## src/hdl/cir_irq_map.svh

```systemverilog
// Register indices, field positions, reset values and timing figures
`ifndef CIR_IRQ_MAP_SVH
`define CIR_IRQ_MAP_SVH

// ==========================================================
// Register indices (byte address is four times the index)
`define CIR_IDX_EN2 8'h31
`define CIR_IDX_SHARED 8'h32
`define CIR_IDX_FLAGS 8'h33
`define CIR_IDX_IRQ_STAT 8'h34
`define CIR_IDX_IRQ_MASK 8'h35

// ==========================================================
// Second-output source enable fields and the repeat mode bit
`define CIR_EN2_INSERT 7
`define CIR_EN2_BUTTON 6
`define CIR_EN2_COMPRESS 5
`define CIR_EN2_GAIN_NOISE 4
`define CIR_EN2_SHORT 3
`define CIR_EN2_ENGINE 2
`define CIR_EN2_DC_READY 1
`define CIR_EN2_REPEAT 0

// ==========================================================
// Shared register fields
`define CIR_SHR_OOT_FIRST 7
`define CIR_SHR_PEN_FIRST 6
`define CIR_SHR_OOT_SECOND 5
`define CIR_SHR_PEN_DOWN 3
`define CIR_SHR_DATA_AVAIL 2
`define CIR_SHR_OUT_RANGE 1
`define CIR_SHR_RW_MASK 8'he0

// ==========================================================
// Reset values
`define CIR_RST_EN2 8'h00
`define CIR_RST_SHARED 8'h00
`define CIR_RST_IRQ_MASK 2'h0

// ==========================================================
// Timing: milliseconds and clock rate in kHz
`define CIR_PULSE_MS 2
`define CIR_PERIOD_MS 4
`define CIR_CLK_KHZ 100000

`endif

```

## src/hdl/cir_pkg.sv

```systemverilog
// Types shared by the interrupt routing block and its bench
package cir_pkg;

  // ==========================================================
  // Event pulses from the codec and touch logic
  typedef struct packed {
    logic hs_insert;
    logic button;
    logic compress;
    logic gain_noise;
    logic short_circ;
    logic engine;
    logic dc_ready;
    logic pen_dav;
    logic out_thresh;
  } cir_src_t;

  // Live touch and converter status levels
  typedef struct packed {
    logic pen_down;
    logic data_avail;
    logic out_range;
  } cir_touch_t;

  // Pulse sequencer states
  typedef enum logic [1:0] {
    CIR_IDLE,
    CIR_HIGH,
    CIR_LOW
  } cir_pulse_st_t;

endpackage : cir_pkg

```

## src/hdl/cir_top.sv

```systemverilog
// Interrupt routing for two interrupt pins, with an AHB-Lite register slave
//
// Operation
// Enable bit 7 routes headset insertion onto the second interrupt output.
// Enable bit 6 routes headset button presses onto the second output.
// Enable bit 5 routes playback compressor power events onto the second output.
// Enable bit 4 routes record gain noise events onto the second output.
// Enable bit 3 routes driver short circuits onto the second output.
// Enable bit 2 routes processing engine interrupts onto the second output.
// Enable bit 1 routes the DC measurement ready event onto the second output.
// Enable bit 0 low gives one 2 ms high pulse per event.
// Bit 0 high repeats 2 ms pulses every 4 ms until flags read; the code also waits for a read of the shared word.
// Shared bit 7 gates out-of-threshold events onto the first output.
// Shared bit 6 gates pen touch and data-available onto the first output.
// Shared bit 5 gates out-of-threshold events onto the second output.
// Shared bit 3 reads one while a pen touch is detected.
// Shared bit 2 reads one while converter data is available.
// Shared bit 1 reads one while a result is out of range.
// Software keeps reserved shared bit 0 at zero.
// Event flags are sticky, read-only, cleared by reading them.
// Any newly occurring enabled event starts a pulse sequence; the code starts one only from idle and folds later events in.
`include "cir_irq_map.svh"

module cir_top
  import cir_pkg::*;
#(
  parameter int PULSE_CYC = `CIR_PULSE_MS * `CIR_CLK_KHZ,
  parameter int PERIOD_CYC = `CIR_PERIOD_MS * `CIR_CLK_KHZ
) (
  // Clock and reset
  input wire logic hclk,
  input wire logic hresetn,
  // AHB-Lite slave
  input wire logic hsel,
  input wire logic [31:0] haddr,
  input wire logic [1:0] htrans,
  input wire logic hwrite,
  input wire logic [2:0] hsize,
  input wire logic [31:0] hwdata,
  input wire logic hready,
  output logic hreadyout,
  output logic hresp,
  output logic [31:0] hrdata,
  // Event sources and live status
  input wire cir_src_t src_evt,
  input wire cir_touch_t touch_st,
  // Interrupt pins and bus interrupt
  output logic first_interrupt_output,
  output logic second_interrupt_output,
  output logic irq
);

  // ==========================================================
  // Bus decode
  localparam int CW = 24;
  localparam logic [CW-1:0] HIGH_LAST = CW'(PULSE_CYC - 1);
  localparam logic [CW-1:0] LOW_LAST = CW'(PERIOD_CYC - PULSE_CYC - 1);

  logic [7:0] en2_q;
  logic [7:0] shared_q;
  logic [8:0] flags_q;
  logic [1:0] irq_stat_q;
  logic [1:0] irq_mask_q;
  logic wr_q;
  logic [7:0] wr_idx_q;
  logic [31:0] rdata_q;
  logic rd_flags_q;
  logic rd_shared_q;
  cir_pulse_st_t st_q [2];
  logic [CW-1:0] cnt_q [2];
  logic [1:0] pin_q;
  logic [1:0] trig;
  logic [1:0] rep;
  logic [1:0] start;
  logic ack;
  logic addr_ok;
  logic rd_req;
  logic [7:0] req_idx;
  logic [7:0] shared_rd;

  // Word index from a byte address
  function automatic logic [7:0] word_idx(input logic [31:0] a);
    return a[9:2];
  endfunction : word_idx

  // Valid transfer in the address phase
  assign addr_ok = hsel & htrans[1] & hready;
  assign rd_req = addr_ok & ~hwrite;
  assign req_idx = word_idx(haddr);

  // Zero wait states, always OKAY
  assign hreadyout = 1'b1;
  assign hresp = 1'b0;
  assign hrdata = rdata_q;

  // Capture write address for the data phase
  always_ff @(posedge hclk or negedge hresetn) begin
    if (!hresetn) begin
      wr_q <= 1'b0;
      wr_idx_q <= 8'h00;
    end else begin
      wr_q <= addr_ok & hwrite;
      wr_idx_q <= req_idx;
    end
  end

  // Live status is merged into the shared register on reads
  always_comb begin
    shared_rd = shared_q & `CIR_SHR_RW_MASK;
    shared_rd[`CIR_SHR_PEN_DOWN] = touch_st.pen_down;
    shared_rd[`CIR_SHR_DATA_AVAIL] = touch_st.data_avail;
    shared_rd[`CIR_SHR_OUT_RANGE] = touch_st.out_range;
  end

  // Read data is sampled in the address phase so it sits in a flop
  always_ff @(posedge hclk or negedge hresetn) begin
    if (!hresetn) begin
      rdata_q <= 32'h0000_0000;
    end else if (rd_req) begin
      unique case (req_idx)
        `CIR_IDX_EN2: rdata_q <= {24'h00_0000, en2_q};
        `CIR_IDX_SHARED: rdata_q <= {24'h00_0000, shared_rd};
        `CIR_IDX_FLAGS: rdata_q <= {23'h00_0000, flags_q};
        `CIR_IDX_IRQ_STAT: rdata_q <= {30'h0000_0000, irq_stat_q};
        `CIR_IDX_IRQ_MASK: rdata_q <= {30'h0000_0000, irq_mask_q};
        default: rdata_q <= 32'h0000_0000;
      endcase
    end
  end

  // ==========================================================
  // Configuration registers
  always_ff @(posedge hclk or negedge hresetn) begin
    if (!hresetn) begin
      en2_q <= `CIR_RST_EN2;
      shared_q <= `CIR_RST_SHARED;
      irq_mask_q <= `CIR_RST_IRQ_MASK;
    end else if (wr_q) begin
      if (wr_idx_q == `CIR_IDX_EN2) begin
        en2_q <= hwdata[7:0];
      end
      // Reserved bits are dropped so a stray write cannot stick
      if (wr_idx_q == `CIR_IDX_SHARED) begin
        shared_q <= hwdata[7:0] & `CIR_SHR_RW_MASK;
      end
      if (wr_idx_q == `CIR_IDX_IRQ_MASK) begin
        irq_mask_q <= hwdata[1:0];
      end
    end
  end

  // ==========================================================
  // Sticky event flags, cleared by reading; a new event wins
  always_ff @(posedge hclk or negedge hresetn) begin
    if (!hresetn) begin
      flags_q <= 9'h000;
    end else begin
      flags_q <= ((rd_req && req_idx == `CIR_IDX_FLAGS) ? 9'h000 : flags_q)
                 | src_evt;
    end
  end

  // ==========================================================
  // Source routing: enabled events are ORed per output
  always_comb begin
    trig[0] = (shared_q[`CIR_SHR_OOT_FIRST] & src_evt.out_thresh)
            | (shared_q[`CIR_SHR_PEN_FIRST] & src_evt.pen_dav);
    trig[1] = (en2_q[`CIR_EN2_INSERT] & src_evt.hs_insert)
            | (en2_q[`CIR_EN2_BUTTON] & src_evt.button)
            | (en2_q[`CIR_EN2_COMPRESS] & src_evt.compress)
            | (en2_q[`CIR_EN2_GAIN_NOISE] & src_evt.gain_noise)
            | (en2_q[`CIR_EN2_SHORT] & src_evt.short_circ)
            | (en2_q[`CIR_EN2_ENGINE] & src_evt.engine)
            | (en2_q[`CIR_EN2_DC_READY] & src_evt.dc_ready)
            | (shared_q[`CIR_SHR_OOT_SECOND] & src_evt.out_thresh);
  end

  // The first output has no repeat control here, so it is single shot
  assign rep[0] = 1'b0;
  assign rep[1] = en2_q[`CIR_EN2_REPEAT];

  // A sequence starts only from idle; events during one are folded in
  assign start[0] = (st_q[0] == CIR_IDLE) & trig[0];
  assign start[1] = (st_q[1] == CIR_IDLE) & trig[1];

  // ==========================================================
  // Acknowledge tracking: both the flag word and the shared word read
  always_ff @(posedge hclk or negedge hresetn) begin
    if (!hresetn) begin
      rd_flags_q <= 1'b0;
      rd_shared_q <= 1'b0;
    end else begin
      // A read in the start cycle still counts
      if (rd_req && req_idx == `CIR_IDX_FLAGS) begin
        rd_flags_q <= 1'b1;
      end else if (start[1]) begin
        rd_flags_q <= 1'b0;
      end
      if (rd_req && req_idx == `CIR_IDX_SHARED) begin
        rd_shared_q <= 1'b1;
      end else if (start[1]) begin
        rd_shared_q <= 1'b0;
      end
    end
  end

  assign ack = rd_flags_q & rd_shared_q;

  // ==========================================================
  // Pulse sequencers, one per output pin
  always_ff @(posedge hclk or negedge hresetn) begin
    if (!hresetn) begin
      for (int i = 0; i < 2; i++) begin
        st_q[i] <= CIR_IDLE;
        cnt_q[i] <= '0;
        pin_q[i] <= 1'b0;
      end
    end else begin
      for (int i = 0; i < 2; i++) begin
        unique case (st_q[i])
          CIR_IDLE: begin
            if (start[i]) begin
              st_q[i] <= CIR_HIGH;
              cnt_q[i] <= '0;
              pin_q[i] <= 1'b1;
            end
          end
          CIR_HIGH: begin
            if (cnt_q[i] == HIGH_LAST) begin
              cnt_q[i] <= '0;
              pin_q[i] <= 1'b0;
              if (rep[i] && !ack) begin
                st_q[i] <= CIR_LOW;
              end else begin
                st_q[i] <= CIR_IDLE;
              end
            end else begin
              cnt_q[i] <= cnt_q[i] + 1'b1;
            end
          end
          CIR_LOW: begin
            // Reading both the flag word and the shared word ends the train at once
            if (ack || !rep[i]) begin
              st_q[i] <= CIR_IDLE;
              cnt_q[i] <= '0;
            end else if (cnt_q[i] == LOW_LAST) begin
              st_q[i] <= CIR_HIGH;
              cnt_q[i] <= '0;
              pin_q[i] <= 1'b1;
            end else begin
              cnt_q[i] <= cnt_q[i] + 1'b1;
            end
          end
        endcase
      end
    end
  end

  assign first_interrupt_output = pin_q[0];
  assign second_interrupt_output = pin_q[1];

  // ==========================================================
  // Bus interrupt: a start per output, write one to clear
  always_ff @(posedge hclk or negedge hresetn) begin
    if (!hresetn) begin
      irq_stat_q <= 2'h0;
    end else begin
      if (wr_q && wr_idx_q == `CIR_IDX_IRQ_STAT) begin
        irq_stat_q <= (irq_stat_q & ~hwdata[1:0]) | start;
      end else begin
        irq_stat_q <= irq_stat_q | start;
      end
    end
  end

  assign irq = |(irq_stat_q & irq_mask_q);

  logic [CW-1:0] hi_len_q;

  // Length of the current high phase, read only by a check
  always_ff @(posedge hclk or negedge hresetn) begin
    if (!hresetn) begin
      hi_len_q <= '0;
    end else begin
      hi_len_q <= second_interrupt_output ? hi_len_q + 1'b1 : '0;
    end
  end
endmodule : cir_top

```

## config.mk

```make
export PLATFORM = sky130hd
export DESIGN_NAME = cir_top
export DESIGN_NICKNAME = d
export VERILOG_FILES = /design/src/hdl/cir_pkg.sv /design/src/hdl/cir_top.sv
export VERILOG_INCLUDE_DIRS = /design/src /design/src/hdl
export SDC_FILE = /design/constraint.sdc
export NUM_CORES = 1
export LEC_CHECK = 0
export BUFFER_PORTS_ARGS = -buffer_cell sky130_fd_sc_hd__buf_2
export CORE_MARGIN = 2
export CORE_UTILIZATION = 50
export CTS_CLUSTER_SIZE = 25
export DETAILED_ROUTE_END_ITERATION = 12
export GPL_ROUTABILITY_DRIVEN = 0
export PLACE_DENSITY = 0.79
export SLEW_MARGIN = 20
export SYNTH_ARGS = -nofsm -noshare
export SYNTH_HDL_FRONTEND = slang
export SYNTH_SLANG_ARGS = --single-unit
export TNS_END_PERCENT = 30
```

## constraint.sdc

```tcl
create_clock -name hclk -period 2.9 [get_ports hclk]
set_clock_uncertainty 0.2 [all_clocks]
set_input_delay 0.145 -clock hclk [delete_from_list [all_inputs] [get_ports hclk]]
set_output_delay 0.145 -clock hclk [all_outputs]
set_load 0.1 [all_outputs]
```

==> results.sh, run 1 <==
export IMPL_status="complete, no violations"
export IMPL_fin_crit_ns=2.67
export IMPL_rsz0062_at_grt="false"
export IMPL_min_path_cells=5
export IMPL_clk_path_buf_depth=2
export IMPL_cp_max_fo=12
export IMPL_power_uw=2470
export IMPL_cts_buffers=9
export IMPL_setup_viol=0
export IMPL_synthDistinctLibCells=62
export IMPL_hold_path_class="in -> reg"
export IMPL_tightest_slew_ns=0.802
export IMPL_synth_compound_area_share_pct=19.1
export IMPL_place_area_mm2=0.00541
export IMPL_slew_headroom_pct=46.4
export IMPL_cp_end_kind="flop"
export IMPL_areaGrowthSynthToFinish_pct=15.4
export IMPL_grt_overflow=0
export IMPL_pre_cts_ws_ns=0.366
export IMPL_rows=36
export IMPL_grt_pass1_wl_um=20300
export IMPL_cts_tree="yes"
export IMPL_startpoint_type="flop"
export IMPL_ir_worst_vdd_mv=0.356
export IMPL_power_density_mw_per_mm2=419
export IMPL_nets=694
export IMPL_h_tree_depth=3
export IMPL_initial_core_util_pct=51.8
export IMPL_post_cts_resized=0
export IMPL_drc=0
export IMPL_drt_pre_antenna_iters=5
export IMPL_stdcell_area_mm2=0.00590
export IMPL_dieArea_mm2=0.0111
export IMPL_avgSynthCellArea_um2=9.74
export IMPL_drive_above_1_share_pct=17.3
export IMPL_cts_sinks=96
export IMPL_diodes=0
export IMPL_synth_flop_cell="dfrtp_1"
export IMPL_numPortBuffers=45
export IMPL_clkSlewWorstSetupHoldPaths_ns=0.10
export IMPL_max_cap_violations=0
export IMPL_synthArstFlopShare_pct=100
export IMPL_drt_iter0_drc=332
export IMPL_synth_adder_area_share_pct=1.22
export IMPL_vias=4358
export IMPL_grt_max_degree=62
export IMPL_fp_dieH_um=105
export IMPL_synth_top_family_by_area="simple AND/OR/NAND/NOR gates"
export IMPL_ant_nets=0
export IMPL_grt_usage_pct=22.7
export IMPL_worst_ep_required_time_ns=2.94
export IMPL_place_hpwl_um=7960
export IMPL_worst_slack_ns=0.230
export IMPL_synth_seq_cells=96
export IMPL_cts_root_buf="clkbuf_8"
export IMPL_finalWirelength_um=12000
export IMPL_seq_area_frac_synth_pct=47.0
export IMPL_instances_no_fill=741
export IMPL_die_w_um=105
export IMPL_core_area_mm2=0.00986
export IMPL_muxShareOfSynthArea_pct=5.19
export IMPL_vias_per_cell=5.88
export IMPL_synth_edff_count=0
export IMPL_crit_arrival_ns=2.71
export IMPL_drv_slew=0
export IMPL_wire_per_inst_um=16.2
export IMPL_pin_count=123
export IMPL_yosys_area_share_simple_pct=20.2
export IMPL_dp_cells=694
export IMPL_power_leakage_uw=0.00258
export IMPL_syn_inst=525
export IMPL_synth_xor_area_share_pct=0
export IMPL_tns_ns=0
export IMPL_post_route_period_util_pct=92.1
export IMPL_timing_hold_violations_final=0
export IMPL_grt_pass1_vias=4178
export IMPL_clk_latency_ns=0.37
export IMPL_critPathKind="reg -> reg"
export IMPL_netlist_area_mm2=0.00511
export IMPL_ff2ff_path_depth=6
export IMPL_grt_antenna_before_repair=0
export IMPL_yosys_warnings=0
export IMPL_fmax_mhz=375
## worst max-delay path, cell delays in order (launching register included)
cell and delay, ns:
dfrtp_1 0.44, a22o_1 0.26, a221oi_1 0.59, and3_1 0.61, buf_4 0.25, or4_1 0.12, nand3_1 0.08
## power breakdown
part           switching [uW]  total (uW)  internal (uW)
Combinational             232         299           67.0
Sequential               8.88        1360           1350
Clock                     493         815            322
## cell usage after synthesis (9+ instances only)
cell      count  area [um^2]
mux2_2       19          214
buf_4        26          195
nor2_1       25         93.8
or4_1        11         82.6
nand3_1      33          165
a31oi_1      12         75.1
a21o_1       17          128
a21oi_1      21          105
or3_1        12         75.1
nor3_1       16         80.1
dfrtp_1      96         2400
inv_1        20         75.1
a22o_1       19          166
o21ai_0      38          190
clkbuf_1      9         33.8
nand2_1      45          169
## placed cells by master (no fill, tap or decap), types with 3 or more instances in the layout
cell type      synthesis  layout
o21ai_0               38      38
a22oi_1                7       7
nand4_1                6       6
dfrtp_1               96      96
nor4_1                 7       7
or3_1                 12      12
or4_1                 11      11
a21oi_1               21      21
mux2i_1                4       4
mux2_2                19      19
o31ai_1                3       3
conb_1                 2      25
clkbuf_8               0       9
dlygate4sd3_1          0      31
and3_1                 6       6
nand3_1               33      33
nor4b_1                4       4
ha_1                   5       5
nor3_1                16      16
o2bb2ai_1              3       3
buf_4                 26      13
o21ai_1                5       5
a31oi_1               12      12
nor2_1                25      25
buf_2                  7      44
a22o_1                19      19
nor2b_1                5       5
inv_1                 20      20
a21o_1                17      17
nand2_1               45      45
a221oi_1               3       3
## area by class of cell
type | count | area, um^2
Clock buffer | 9 | 124
Clock inverter | 7 | 55.1
Fill cell | 766 | 3960
Inverter | 20 | 75.1
Multi-Input combinational cell | 387 | 2430
Sequential cell | 96 | 2400
Tap cell | 133 | 166
Timing Repair Buffer | 89 | 648
## final timing paths
kind,slack (ns),from,end
max,0.23,en2_q[2],cnt_q[9]
min,0.05,htrans[1],hrdata[1]
max reg2reg,0.23,en2_q[2],cnt_q[9]
min reg2reg,0.29,flags_q[5],flags_q[5]
max in group asynchronous,1.73,hresetn,irq_stat_q[0]
min in group asynchronous,0.07,hresetn,cnt_q[5]
## sequential cells by signal (all words and copies together), names as in the netlist
name,count
cnt_q,48
en2_q,8
flags_q,9
hrdata,9
irq_mask_q,2
irq_stat_q,2
pin_q,2
rd_flags_q,1
rd_shared_q,1
shared_q,3
st_q,2
wr_idx_q,8
wr_q,1
## per-stage QoR
stage / utilization (%) / hold slack, ns
after floorplan: - / -0.351
after CTS: 59.8 / 0.0299
after global placement: 54.9 / -0.0544
after global routing: 59.8 / 0.102
after detailed placement: 54.9 / -0.0492
final: 59.8 / 0.0520
## cell families (layout without fill, tap and decap cells)
| kind of cell | Yosys count | count (layout) |
|---|---|---|
| flip-flops | 96 | 96 |
| adder cells (fa/ha/maj) | 5 | 5 |
| AND/OR/NAND/NOR | 189 | 189 |
| multiplexers | 24 | 24 |
| other | 2 | 25 |
| buffers and inverters | 65 | 125 |
| AO/OA/AOI/OAI | 144 | 144 |
## per-layer routing
metal	share of wire (%)	global-route usage [%]	up-vias
met5	0	0	-
met4	2.6	7.71	0
met3	5.3	4.68	31
met2	50	39.0	161
met1	42	28.6	2117
li1	-	-	2049
## what timing repair did
action	CTS	global route
setup endpoints to repair	0	0
setup buffers	0	0
hold buffers	31	0
hold endpoints to repair	84	0
Note: power is estimated with default switching activity, not from simulation.
==> inputs of run 2 (changes only) <==
--- a/config.mk
+++ b/config.mk
@@ -7,6 +7,7 @@
 export NUM_CORES = 1
 export LEC_CHECK = 0
 export BUFFER_PORTS_ARGS = -buffer_cell sky130_fd_sc_hd__buf_2
+export CORE_ASPECT_RATIO = 1.25
 export CORE_MARGIN = 2
 export CORE_UTILIZATION = 50
 export CTS_CLUSTER_SIZE = 25
==> results.sh, run 2 (synthesized netlist as in run 1, its figures left out) <==
export IMPL_max_cap_violations=0
export IMPL_final_common_cell="dfrtp_1"
export IMPL_cp_end_kind="flop"
export IMPL_power_density_mw_per_mm2=476
export IMPL_wl_met2_um=6750
export IMPL_post_cts_resized=0
export IMPL_clkSlewWorstSetupHoldPaths_ns=0.07
export IMPL_drt_iter0_drc=375
export IMPL_clk_path_buf_depth=2
export IMPL_nets=694
export IMPL_diodes=0
export IMPL_tightest_slew_ns=0.820
export IMPL_cts_tree="yes"
export IMPL_grt_max_degree=61
export IMPL_pre_cts_ws_ns=0.352
export IMPL_highest_layer="met4"
export IMPL_rsz0062_at_grt="false"
export IMPL_fill_cells=793
export IMPL_setup_viol=0
export IMPL_cp_max_fo=7
export IMPL_timing_hold_violations_final=0
export IMPL_post_route_period_util_pct=89.7
export IMPL_top_register="cnt_q"
export IMPL_numPortBuffers=45
export IMPL_status="complete, no violations"
export IMPL_largest_reg_flops=48
export IMPL_fp_dieH_um=117
export IMPL_final_cell_mix="dfrtp_1 (96), nand2_1 (45), buf_2 (44), o21ai_0 (38), nand3_1 (33)"
export IMPL_vias=4443
export IMPL_critPathKind="in -> reg"
export IMPL_cts_sinks=96
export IMPL_power_leakage_uw=0.00262
export IMPL_place_hpwl_um=8160
export IMPL_worst_slack_ns=0.297
export IMPL_drive_above_1_share_pct=17.1
export IMPL_utilization_pct=60.1
export IMPL_grt_overflow=0
export IMPL_regArea_mm2=0.00240
export IMPL_grt_antenna_before_repair=0
export IMPL_startpoint_type="primary input"
export IMPL_whs_ns=0.154
export IMPL_pin_count=123
export IMPL_slew_headroom_pct=45.2
export IMPL_grt_usage_pct=24.1
export IMPL_vias_per_cell=6.03
export IMPL_drt_pre_antenna_iters=5
export IMPL_tns_ns=0
export IMPL_dieArea_mm2=0.0111
export IMPL_grt_pass1_vias=4378
export IMPL_met3_wirelength_um=618
export IMPL_die_w_um=94.5
export IMPL_drc=0
export IMPL_fmax_mhz=384
export IMPL_h_tree_depth=3
export IMPL_finalWirelength_um=12900
export IMPL_wire_per_inst_um=17.5
export IMPL_crit_arrival_ns=2.65
export IMPL_areaGrowthSynthToFinish_pct=17.6
export IMPL_stdcell_area_mm2=0.00602
export IMPL_ant_nets=0
export IMPL_place_area_mm2=0.00541
export IMPL_rows=41
export IMPL_cts_buffers=9
export IMPL_initial_core_util_pct=51.1
export IMPL_core_area_mm2=0.0100
export IMPL_drv_slew=0
export IMPL_fin_crit_ns=2.60
export IMPL_worst_ep_required_time_ns=2.95
export IMPL_hold_path_class="in -> reg"
export IMPL_multi_input_area_mm2=0.00243
export IMPL_grt_pass1_wl_um=20900
export IMPL_wl_met1_um=4980
export IMPL_ir_worst_vdd_mv=0.374
export IMPL_clk_latency_ns=0.34
export IMPL_cts_root_buf="clkbuf_16"
[run 2: cell types whose count changed in the layout (fill, tap and decap cells not counted), sizes merged]
cell	before	now
inv	23	21
clkinvlp	1	2
clkinv	3	2
clkbuf	9	10
bufinv	0	1
[run 2: worst paths after layout]
check                            end  slack [ns]      start  depth (start not counted)
setup / recovery           hrdata[3]        0.30   haddr[9]                          6
hold / removal             hrdata[1]        0.15  htrans[1]                          5
setup reg to reg           cnt_q[43]        0.33  cnt_q[24]                          6
hold reg to reg            cnt_q[47]        0.29  cnt_q[47]                          1
max in group asynchronous  cnt_q[41]        1.59    hresetn                          3
min in group asynchronous   cnt_q[3]        0.22    hresetn                          2
[run 2: worst max-delay path, cell delays in order]
cell and delay [ns]:
dlygate4sd3_1 0.54, buf_2 0.13, or4_1 0.60, nor4b_2 0.72, a22oi_1 0.26, o21ai_0 0.25
[run 2: cell type report]
cell class	count	area share [%]
inverter	20	1.25
tap	129	2.68
sequential	96	39.9
timing repair buffer	89	10.8
clock inverter	6	1.12
multi-input combinational	387	40.4
clock buffer	10	3.81
[run 2: timing repair]
item | CTS | global route
hold buffers | 31 | 0
buffers inserted | 0 | 0
hold endpoints to repair | 96 | 0
[run 2: per-layer routing]
metal,GRT usage [%],vias up
met3,4.35,48
li1,-,2058
met1,28.3,2145
met5,0,-
met2,41.9,192
met4,13.3,0
[run 2: through the flow]
step / power, uW / cells
2_1_floorplan: 1600 / 548
6_report: 2860 / 737
5_1_grt: 2940 / 737
4_1_cts: 2860 / 737
3_5_place_dp: 1650 / 690
3_3_place_gp: 1650 / 690
[run 2: where the power goes]
group | leakage [uW] | switching [uW] | internal [uW]
sequential | 0.00120 | 10.2 | 1350
clock | 0.000139 | 521 | 672
combinational | 0.00129 | 238 | 67.2
total | 0.00262 | 770 | 2090
